### src/hdl/sfc_pkg.sv
// Purpose: Shared constants, types and helpers of the serial frame and rate configuration block.
// Assumes: 32-bit register words on a plain strobe port, byte offsets as listed here.
// Notes:   Every offset, field position, reset value and code lives here once.

package sfc_pkg;

    // ------------------------------------------------------------------
    // Register offsets
    // ------------------------------------------------------------------
    localparam logic [11:0] SFC_OFS_CTRL     = 12'h000;
    localparam logic [11:0] SFC_OFS_PRESCALE = 12'h010;
    localparam logic [11:0] SFC_OFS_STATUS   = 12'h040;

    // ------------------------------------------------------------------
    // Field positions of the control word and the status busy bit
    // ------------------------------------------------------------------
    localparam int SFC_SCR_LSB   = 8;
    localparam int SFC_SCR_MSB   = 15;
    localparam int SFC_PHASE_BIT = 7;
    localparam int SFC_POL_BIT   = 6;
    localparam int SFC_FRF_LSB   = 4;
    localparam int SFC_FRF_MSB   = 5;
    localparam int SFC_DSS_LSB   = 0;
    localparam int SFC_DSS_MSB   = 3;
    localparam int SFC_BUSY_BIT  = 8;

    // ------------------------------------------------------------------
    // Values after reset
    // ------------------------------------------------------------------
    localparam logic [15:0] SFC_CTRL_RESET     = 16'h0000;
    localparam logic [7:0]  SFC_PRESCALE_RESET = 8'h02;

    // ------------------------------------------------------------------
    // Frame format codes and word size limit
    // ------------------------------------------------------------------
    localparam logic [1:0] SFC_FRF_STD   = 2'h0;
    localparam logic [1:0] SFC_FRF_PULSE = 2'h1;
    localparam logic [1:0] SFC_FRF_3WIRE = 2'h2;
    localparam logic [1:0] SFC_FRF_RSVD  = 2'h3;
    localparam logic [3:0] SFC_DSS_MIN   = 4'h3;

    // ------------------------------------------------------------------
    // Word engine states
    // ------------------------------------------------------------------
    typedef enum logic [2:0] {
        SFC_IDLE  = 3'b001,
        SFC_LEAD  = 3'b010,
        SFC_TRAIL = 3'b100
    } sfc_state_t;

    // Word length in bits from the size code.
    function automatic logic [4:0] sfc_word_bits(input logic [3:0] word_size_field);
        sfc_word_bits = {1'b0, word_size_field} + 5'h01;
    endfunction

endpackage

### src/hdl/sfc_rate_gen.sv
// Purpose: Half-bit tick generator for the serial clock.
// Assumes: Prescale divisor is even, so half of it is exact.
// Notes:   One half bit lasts (prescale / 2) * (1 + rate) system clocks.

`timescale 1ns/1ps

module sfc_rate_gen
    import sfc_pkg::*;
#(
    parameter int PS_W  = 8,
    parameter int SCR_W = 8
) (
    input  wire logic             i_clk_sys,
    input  wire logic             i_reset,
    input  wire logic             i_restart,
    input  wire logic [PS_W-1:0]  i_prescale,
    input  wire logic [SCR_W-1:0] i_scr,
    output logic                  o_half_tick
);

    typedef struct packed {
        logic [PS_W-2:0] ps_cnt;
        logic [SCR_W-1:0] scr_cnt;
        logic             tick;
    } sfc_rate_t;

    sfc_rate_t       q;
    sfc_rate_t       next_q;
    logic [PS_W-2:0] half;

    // ------------------------------------------------------------------
    // Divider
    // ------------------------------------------------------------------
    // A zero divisor would stall the clock forever, so it runs as two.
    always_comb begin
        half = i_prescale[PS_W-1:1];
        if (half == '0) begin
            half = {{(PS_W-2){1'b0}}, 1'b1};
        end
        next_q      = q;
        next_q.tick = 1'b0;
        if (i_restart) begin
            next_q.ps_cnt  = '0;
            next_q.scr_cnt = '0;
        end else if (q.ps_cnt == half - 1'b1) begin
            next_q.ps_cnt = '0;
            if (q.scr_cnt == i_scr) begin
                next_q.scr_cnt = '0;
                next_q.tick    = 1'b1;
            end else begin
                next_q.scr_cnt = q.scr_cnt + 1'b1;
            end
        end else begin
            next_q.ps_cnt = q.ps_cnt + 1'b1;
        end
    end

    always_ff @(posedge i_clk_sys) begin
        if (i_reset) begin
            q <= '0;
        end else begin
            q <= next_q;
        end
    end

    assign o_half_tick = q.tick;

endmodule

### src/hdl/sfc_ctrl.sv
// Purpose: Frame and bit-rate configuration with the serial clock engine it steers.
// Assumes: Word start pulses come from framing logic on the same clock.
// Notes:   Shift and sample strobes feed shift registers that live elsewhere.
//
// Behaviour
// The bit rate is the system clock over prescale times one plus the rate field.
// Software keeps the prescale divisor even, from 2 to 254.
// In the standard format phase 0 samples on the first edge and 1 on the second.
// In the standard format polarity 0 idles the clock low and 1 idles it high.
// The format field picks standard, frame-pulse or three-wire; code 11 is reserved.
// The size field gives a word of the code plus one bits; codes under 3 are reserved.
// In slave use software sets the rate field to 0 and the prescale to 2.
// Software uses only full 32-bit word accesses.
//
// The placing of the registers and the address-and-strobe port are this design's own decisions.

`timescale 1ns/1ps

module sfc_ctrl
    import sfc_pkg::*;
#(
    parameter int ADDR_W = 12
) (
    input  wire logic              i_clk_sys,
    input  wire logic              i_reset,
    input  wire logic [ADDR_W-1:0] i_addr,
    input  wire logic [31:0]       i_wdata,
    input  wire logic              i_wr,
    input  wire logic              i_rd,
    output logic [31:0]            o_rdata,
    input  wire logic              i_word_start,
    input  wire logic              i_word_abort,
    output logic                   o_serial_clock_pin,
    output logic                   o_sample_strobe,
    output logic                   o_shift_strobe,
    output logic                   o_word_done,
    output logic                   o_busy,
    output logic [4:0]             o_word_bits,
    output logic [1:0]             o_frame_format,
    output logic                   o_clock_phase_bit,
    output logic                   o_clock_polarity_bit,
    output logic                   o_format_reserved,
    output logic                   o_size_reserved
);

    // ------------------------------------------------------------------
    // State
    // ------------------------------------------------------------------
    typedef struct packed {
        logic [15:0] ctrl;
        logic [7:0]  prescale;
        sfc_state_t  state;
        logic        pin;
        logic [4:0]  bits_left;
        logic        sample;
        logic        shift;
        logic        done;
        logic [31:0] rdata;
    } sfc_regs_t;

    sfc_regs_t   q;
    sfc_regs_t   next_q;
    logic        half_tick;
    logic        restart;
    logic [7:0]  scr;
    logic [1:0]  frame_format_field;
    logic [3:0]  word_size_field;
    logic        phase;
    logic        idle_level;
    logic        sample_lead;
    logic [11:0] offset;

    // ------------------------------------------------------------------
    // Field views
    // ------------------------------------------------------------------
    assign scr    = q.ctrl[SFC_SCR_MSB:SFC_SCR_LSB];
    assign frame_format_field    = q.ctrl[SFC_FRF_MSB:SFC_FRF_LSB];
    assign word_size_field    = q.ctrl[SFC_DSS_MSB:SFC_DSS_LSB];
    assign phase  = q.ctrl[SFC_PHASE_BIT];
    assign offset = 12'(i_addr);

    // Phase and polarity only shape the standard format; the other
    // formats idle low and sample on the leading edge.
    always_comb begin
        if (frame_format_field == SFC_FRF_STD) begin
            idle_level  = q.ctrl[SFC_POL_BIT];
            sample_lead = ~phase;
        end else begin
            idle_level  = 1'b0;
            sample_lead = 1'b1;
        end
    end

    // The divider is held while no word runs, so every word starts
    // with a full half bit before the first edge.
    assign restart = (q.state == SFC_IDLE);

    sfc_rate_gen #(
        .PS_W  (8),
        .SCR_W (8)
    ) u_rate (
        .i_clk_sys   (i_clk_sys),
        .i_reset     (i_reset),
        .i_restart   (restart),
        .i_prescale  (q.prescale),
        .i_scr       (scr),
        .o_half_tick (half_tick)
    );

    // ------------------------------------------------------------------
    // Next state
    // ------------------------------------------------------------------
    always_comb begin
        next_q        = q;
        next_q.sample = 1'b0;
        next_q.shift  = 1'b0;
        next_q.done   = 1'b0;
        next_q.rdata  = 32'h0000_0000;

        // Register writes; only the low half of the control word holds
        // state, the upper half is dropped.
        if (i_wr) begin
            case (offset)
                SFC_OFS_CTRL: begin
                    next_q.ctrl = i_wdata[15:0];
                end
                SFC_OFS_PRESCALE: begin
                    next_q.prescale = i_wdata[7:0];
                end
                default: begin
                    next_q.ctrl = q.ctrl;
                end
            endcase
        end

        // Register reads answer in the next cycle only.
        if (i_rd) begin
            case (offset)
                SFC_OFS_CTRL: begin
                    next_q.rdata = {16'h0000, q.ctrl};
                end
                SFC_OFS_PRESCALE: begin
                    next_q.rdata = {24'h00_0000, q.prescale};
                end
                SFC_OFS_STATUS: begin
                    next_q.rdata = {23'h00_0000, ~restart, 3'h0, q.bits_left};
                end
                default: begin
                    next_q.rdata = 32'h0000_0000;
                end
            endcase
        end

        // Word engine.
        case (q.state)
            SFC_IDLE: begin
                next_q.pin = idle_level;
                if (i_word_start) begin
                    next_q.bits_left = sfc_word_bits(word_size_field);
                    next_q.state     = SFC_LEAD;
                end
            end
            SFC_LEAD: begin
                if (i_word_abort) begin
                    next_q.state = SFC_IDLE;
                    next_q.pin   = idle_level;
                end else if (half_tick) begin
                    next_q.pin    = ~idle_level;
                    next_q.sample = sample_lead;
                    next_q.shift  = ~sample_lead;
                    next_q.state  = SFC_TRAIL;
                end
            end
            SFC_TRAIL: begin
                if (i_word_abort) begin
                    next_q.state = SFC_IDLE;
                    next_q.pin   = idle_level;
                end else if (half_tick) begin
                    next_q.pin       = idle_level;
                    next_q.sample    = ~sample_lead;
                    next_q.shift     = sample_lead;
                    next_q.bits_left = q.bits_left - 5'h01;
                    if (q.bits_left == 5'h01) begin
                        next_q.state = SFC_IDLE;
                        next_q.done  = 1'b1;
                    end else begin
                        next_q.state = SFC_LEAD;
                    end
                end
            end
            default: begin
                next_q.state = SFC_IDLE;
                next_q.pin   = idle_level;
            end
        endcase
    end

    // ------------------------------------------------------------------
    // Registers
    // ------------------------------------------------------------------
    always_ff @(posedge i_clk_sys) begin
        if (i_reset) begin
            q.ctrl      <= SFC_CTRL_RESET;
            q.prescale  <= SFC_PRESCALE_RESET;
            q.state     <= SFC_IDLE;
            q.pin       <= 1'b0;
            q.bits_left <= 5'h00;
            q.sample    <= 1'b0;
            q.shift     <= 1'b0;
            q.done      <= 1'b0;
            q.rdata     <= 32'h0000_0000;
        end else begin
            q <= next_q;
        end
    end

    // ------------------------------------------------------------------
    // Outputs
    // ------------------------------------------------------------------
    assign o_rdata              = q.rdata;
    assign o_serial_clock_pin   = q.pin;
    assign o_sample_strobe      = q.sample;
    assign o_shift_strobe       = q.shift;
    assign o_word_done          = q.done;
    assign o_busy               = ~restart;
    assign o_word_bits          = sfc_word_bits(word_size_field);
    assign o_frame_format       = frame_format_field;
    assign o_clock_phase_bit    = phase;
    assign o_clock_polarity_bit = q.ctrl[SFC_POL_BIT];
    assign o_format_reserved    = (frame_format_field == SFC_FRF_RSVD);
    assign o_size_reserved      = (word_size_field < SFC_DSS_MIN);

endmodule

### config.mk
export PLATFORM = sky130hd
export DESIGN_NAME = sfc_ctrl
export DESIGN_NICKNAME = d
export VERILOG_FILES = /design/src/hdl/sfc_pkg.sv /design/src/hdl/sfc_rate_gen.sv /design/src/hdl/sfc_ctrl.sv
export SDC_FILE = /design/constraint.sdc
export NUM_CORES = 1
export LEC_CHECK = 0
export ABC_AREA = 0
export BUFFER_PORTS_ARGS = -buffer_cell sky130_fd_sc_hd__buf_2
export CAP_MARGIN = 20
export CORE_ASPECT_RATIO = 1.2
export CORE_MARGIN = 3
export CORE_UTILIZATION = 35
export CTS_BUF_LIST = sky130_fd_sc_hd__clkbuf_4 sky130_fd_sc_hd__clkbuf_8 sky130_fd_sc_hd__clkbuf_16
export CTS_CLUSTER_SIZE = 25
export DETAILED_ROUTE_END_ITERATION = 8
export RECOVER_POWER = 100
export SYNTH_ARGS = -nofsm -noshare
export SYNTH_HDL_FRONTEND = slang
export SYNTH_SLANG_ARGS = --single-unit
### constraint.sdc
create_clock -name i_clk_sys -period 3.75 [get_ports i_clk_sys]
set_clock_uncertainty 0.1 [all_clocks]
set_input_delay 0 -clock i_clk_sys [delete_from_list [all_inputs] [get_ports i_clk_sys]]
set_output_delay 0 -clock i_clk_sys [all_outputs]
set_load 0.02 [all_outputs]
=== Word level (Yosys, flattened, before mapping) ===
Index checks and enable logic that the tools add are counted.

* Divide/modulo/power cells: 0
* Reductions and logical operators: 14
* Multiplexer cells: 20
* $mul: 0
* Order comparisons: 1
* Shift operators: 0
* Equal/unequal tests: 14
* Bitwise gates (word level): 8
* $add $sub $neg: 5

{| class="wikitable"
|+ Operator list
! operator !! count
|-
| case mux 16 bit (3 select lines) || 1
|-
| 2-to-1 mux 8 bit || 2
|-
| == test 12 x 5 -> 1 bit (second input constant) || 1
|-
| == test 12 x 7 -> 1 bit (second input constant) || 1
|-
| logical NOT 12 bit || 1
|-
| 2-to-1 mux 12 bit || 1
|-
| 2-to-1 mux 4 bit || 3
|-
| case mux 4 bit (3 select lines) || 1
|-
| case mux 5 bit (2 select lines) || 1
|-
| adder 8 x 1 -> 8 bit (second input constant) || 1
|-
| == test 8 bit || 1
|-
| NOT 1 bit || 8
|-
| adder 7 x 1 -> 7 bit (second input constant) || 1
|-
| == test 7 bit || 1
|-
| logical NOT 7 bit || 1
|-
| 2-to-1 mux 7 bit || 1
|-
| subtractor 7 x 1 -> 7 bit (second input constant) || 1
|-
| 2-to-1 mux 2 bit || 3
|-
| != test 3 x 2 -> 1 bit (second input constant) || 2
|-
| AND reduction 2 bit || 3
|-
| OR reduction 3 bit || 2
|-
| adder 4 x 1 -> 5 bit (second input constant) || 1
|-
| == test 5 x 1 -> 1 bit (second input constant) || 1
|-
| 2-to-1 mux 5 bit || 1
|-
| other kinds (17) || 22
|}

* Word-level logic and storage cells: 74
* ROM bits: 0
* Latch bits: 0
* Memories: 0
* Bits of input ports: 50
* Bits in registers: 84
* RAM bits: 0

=== Longest topological paths before layout ===
* Word-level depth: 6
* Depth in mapped cells: 11
* Mapped depth without buffers: 9

=== Modules after synthesis ===
Synthesis repeated with hierarchy kept, for this count alone.

* Cells, all modules: 422
* Area, all modules: 3,752.3 µm²

{| class="wikitable"
|+ Modules (own cells, without submodules)
! module !! instances !! seq. area each (µm²) !! cells each !! area an instance (µm²)
|-
| sfc_ctrl || 1 || 1,041.0 || 288 || 2,592.5
|-
| sfc_rate_gen || 1 || 320.3 || 134 || 1,159.9
|}

=== Worst setup path after synthesis ===
No wires, ideal clock.

* Kind: register to register
* Start point: register q[50] (netlist bit)
* End point: register u_rate.q[1] (netlist bit)
* Slack: 0.988 ns
* Path buffers: 1
* Period minus slack after synthesis: 2.762 ns
* Arrival time: 2.592 ns
* Cell stages (with the launch flop): 11
* Path through: dfxtp_1 -> nor2_1 -> a31oi_1 -> ha_1 -> xor3_1 -> or4_1 -> a211oi_1 -> nor3_1 -> buf_6 -> or4_1 -> a21boi_1

* Longest elaborated chain between the ends: 4

{| class="wikitable"
|+ Ends and longest elaborated chain
! element !! RTL line !! source
|-
| start: declaration || sfc_ctrl.sv:61 || <nowiki>sfc_regs_t q;</nowiki>
|-
| start signal: assignment || sfc_ctrl.sv:213 || <nowiki>q <= next_q;</nowiki>
|-
| logical NOT 7 bit || sfc_rate_gen.sv:37 || <nowiki>if (half == '0) begin</nowiki>
|-
| 2-to-1 mux 7 bit * || sfc_rate_gen.sv:37 ||
|-
| subtractor 7 x 1 -> 7 bit * || sfc_rate_gen.sv:45 || <nowiki>end else if (q.ps_cnt == half - 1'b1) begin</nowiki>
|-
| == test 7 bit * || sfc_rate_gen.sv:45 ||
|-
| end signal: assignment || sfc_rate_gen.sv:62 || <nowiki>q <= next_q;</nowiki>
|-
| end: declaration || sfc_rate_gen.sv:27 || <nowiki>sfc_rate_t q;</nowiki>
|}

Every way passes the cells marked *; elsewhere a longest branch is shown, timed or not.
A chain may end at the register's enable or synchronous reset.

=== Final worst setup path ===
* Start point: register q[47] (netlist bit)
* End point: register u_rate.q[10] (netlist bit)

* Longest elaborated chain between the ends: 5

{| class="wikitable"
|+ Ends and longest elaborated chain
! element !! RTL line
|-
| logical NOT 7 bit || sfc_rate_gen.sv:37
|-
| 2-to-1 mux 7 bit * || sfc_rate_gen.sv:37
|-
| subtractor 7 x 1 -> 7 bit * || sfc_rate_gen.sv:45
|-
| == test 7 bit * || sfc_rate_gen.sv:45
|-
| OR reduction 3 bit (no source line) * || n/a
|}

Marks and branches as above.

==> impl_metrics.env <==
export IMPL_endpoint_kind="register"
export IMPL_portBuffers=65
export IMPL_htreeDepth=3
export IMPL_wire_per_inst_um=13.44
export IMPL_cap_violations=1
export IMPL_critPathKind="reg -> reg"
export IMPL_drive_gt1_share_pct=11.51
export IMPL_slew_viol_final=40
export IMPL_die_area_um2=11410
export IMPL_hold_path_class="in -> reg"
export IMPL_synth_ff_type="dfxtp_1"
export IMPL_n_fill_cell=972
export IMPL_finalCritPeriodShare_pct=82.62
export IMPL_drc=0
export IMPL_synth_edff_count=0
export IMPL_fmax_mhz=322.8
export IMPL_muxShareOfSynthArea_pct=9.574
export IMPL_yosys_warnings=0
export IMPL_ys_types=47
export IMPL_first_pass_iters=4
export IMPL_wl_um=8079
export IMPL_io_pins=98
export IMPL_fp_row_count=39
export IMPL_slew_headroom_pct=-22.76
export IMPL_syn_area_per_cell_um2=8.586
export IMPL_crit_end="u_rate.q[10]$_SDFF_PP0_"
export IMPL_synth_compound_area_share_pct=10.03
export IMPL_gp_congestion=0.7928
export IMPL_worst_pin_slew_ns=1.841
export IMPL_worstRegToRegCells=10
export IMPL_synth_area_leader_cell="dfxtp_1"
export IMPL_area_growth_pct=18.58
export IMPL_seq_area_frac_synth_pct=38.30
export IMPL_timing_rr_start="q[47]$_SDFFE_PP0P_"
export IMPL_fin_crit_ns=3.098
export IMPL_antenna_found_initial=0
export IMPL_fin_nets=529
export IMPL_grt_max_degree=40
export IMPL_worstPathMaxFanout=11
export IMPL_synthTopCellsByArea="dfxtp_1 (38%), mux2i_1 (9.6%), nor2_1 (7.8%)"
export IMPL_vias=2952
export IMPL_preCtsSetupSlack_ns=0.7081
export IMPL_grt_pass1_vias=2942
export IMPL_dp_hpwl_um=5894
export IMPL_power_leakage_nw=1.609
export IMPL_crit_slowest_cell="dfxtp_1"
export IMPL_root_buffer="clkbuf_16"
export IMPL_synth_top_family_by_area="simple AND/OR/NAND/NOR gates"
export IMPL_rrSetupSlack_ns=0.65
export IMPL_rsz0062_at_grt="no"
export IMPL_clock_sinks=68
export IMPL_n_antenna_cell=0
export IMPL_finalHoldViolCount=0
export IMPL_yosys_area_share_adder_pct=2.112
export IMPL_cts_max_path_buffers=2
export IMPL_crit_chain="nor2_1 > a31oi_1 > ha_1 > xor3_1 > or4_1 > a211oi_1 > nor3_1 > clkbuf_4 > or2_0 > and3_1"
export IMPL_synth_xor_area_share_pct=6.582
export IMPL_syn_inst=414
export IMPL_cp_required_ns=3.87
export IMPL_start_util_pct=36.61
export IMPL_grt_usage_pct=15.08
export IMPL_path_clk_slew_ns=0.05
export IMPL_viasPerCell=4.912
export IMPL_die_w_um=98.00
export IMPL_synth_simple_area_share_pct=22.28
export IMPL_setup_viol=0
export IMPL_synthArstFlopShare_pct=0
export IMPL_coreArea_um2=9711
export IMPL_synth_area_um2=3555
export IMPL_ctsResizeCount=0
export IMPL_ff_latch_area_um2=1361
export IMPL_ant_nets=0
export IMPL_multi_input_area_um2=1858
export IMPL_tns_ns=0
export IMPL_worst_skew_pair_late_latency_ns=0.32
export IMPL_yosysTopAreaCellShare_pct=38.30
export IMPL_grt_overflow_total=0
export IMPL_ys_ff_latch=68
export IMPL_fp_dieH_um=116.4
export IMPL_status="finished with violations"
export IMPL_drt_first_iter_violations=124
export IMPL_grt_pass1_wl_um=13970
export IMPL_startpoint_type="register"
export IMPL_cts_tree="yes"
export IMPL_violations="capacitance limit, slew limit"
export IMPL_max_vdd_ir_drop_mv=0.1913
export IMPL_worst_slack_ns=0.6517
export IMPL_powerDensity_nw_per_um2=408.7
export IMPL_r2r_end="u_rate.q[10]$_SDFF_PP0_"
export IMPL_numCtsBuffers=9
export IMPL_cp_arrival_ns=3.21
export IMPL_crit_start="q[47]$_SDFFE_PP0P_"
export IMPL_slowest_delay_ns=0.47
==> worst min-delay path by stage <==
| stage | start | endpoint | slack (ns) | depth (start not counted) |
|---|---|---|---|---|
| 3_3_place_gp | i_wdata[1] | q[45]$_SDFFE_PP1P_ | 0.13 | 2 |
| 5_1_grt | i_word_start | q[41]$_SDFFE_PP1P_ | 0.13 | 6 |
| 3_5_place_dp | i_wdata[1] | q[45]$_SDFFE_PP1P_ | 0.14 | 2 |
| 6_report | i_word_start | q[41]$_SDFFE_PP1P_ | 0.05 | 6 |
| 2_1_floorplan | i_word_abort | q[43]$_SDFFE_PP0P_ | -0.02 | 1 |
| 4_1_cts | i_word_start | q[41]$_SDFFE_PP1P_ | 0.05 | 6 |
==> cell usage after synthesis, drive strengths merged (7+ instances only) <==
library cell,count
a21oi,15
and2,9
and3,7
buf,38
clkbuf,16
dfxtp,68
inv,11
mux2i,34
nand2,10
nand3,7
nand3b,7
nor2,74
nor3,10
o21ai,12
xnor2,18
==> metrics by stage <==
step,instance area (um^2),util (%),instances,power (mW),hold WS [ns]
final,4215,43.41,601,1.723,0.05229
after global routing,4215,43.41,601,1.795,0.1347
after floorplan,3611,-,429,0.8484,-0.02134
after global placement,3752,38.64,564,0.8707,0.1316
after CTS,4250,43.77,599,1.742,0.04717
after detailed placement,3752,38.64,564,0.8731,0.1404
==> cell families after synthesis <==
family,Yosys count
simple gates,159
flops,68
buf+inv,65
compound gates,56
mux,34
xor+xnor,25
fa+ha+maj,6
other cells,1
==> power breakdown <==
part | switching [mW] | internal, mW | total (mW)
Combinational | 0.0742 | 0.0534 | 0.128
Sequential | 0.0136 | 0.730 | 0.744
Clock | 0.296 | 0.555 | 0.852
Total | 0.384 | 1.34 | 1.72
==> worst max-delay path: cells and delay by family (launching register included) <==
family / cells / cell delay, ns
DFF: 1 / 0.47
xor gates and xnor gates: 1 / 0.24
AOI/OAI and AO/OA: 2 / 0.44
adders and majority gates: 1 / 0.30
and+or+nand+nor: 5 / 1.25
buffers and inverters: 1 / 0.20
==> state kept, by name, summed over array words and instances, names as in the netlist <==
register              count
o_clock_phase_bit         1
o_clock_polarity_bit      1
o_frame_format            2
o_rdata                  16
o_sample_strobe           1
o_serial_clock_pin        1
o_shift_strobe            1
o_word_done               1
q                        28
u_rate.o_half_tick        1
u_rate.q                 15
==> layout make-up <==
class / count / area share (%)
multi-input combinational: 296 / 44.08
sequential: 68 / 32.29
timing repair buffer: 87 / 11.69
clock buffer: 12 / 6.174
tap: 123 / 3.651
clock inverter: 4 / 1.128
inverter: 11 / 0.9795
==> per-layer routing <==
metal | vias up | global-route usage [%] | routed length [um]
li1 | 1492 | - | -
met1 | 1375 | 19.15 | 3556
met2 | 75 | 25.93 | 3984
met3 | 10 | 2.808 | 419
met4 | 0 | 4.986 | 119
met5 | - | 0 | 0
==> repair_timing <==
action | CTS | global route
buffers inserted | 0 | 0
hold buffers | 19 | 0
hold endpoints to repair | 27 | 0
setup endpoints to repair | 0 | 0
==> cell usage in the layout, fill, tap and decap left out, drive strengths merged, types with 4 or more instances in the layout <==
master / count
nand3: 7
nor3: 10
conb: 16
dlygate4sd3: 19
o311ai: 4
xor2: 6
and2: 9
or2: 4
nor2: 74
inv: 11
nand3b: 7
nor3b: 4
and3: 7
nand4: 4
xnor2: 18
ha: 6
nor2b: 6
buf: 32
a211oi: 4
clkbuf: 48
nand2: 10
nor4: 4
mux2i: 34
a21oi: 15
or4: 4
o21ai: 12
nand2b: 5
dfxtp: 68
o22ai: 5
Note: power is estimated with default switching activity, not from simulation.
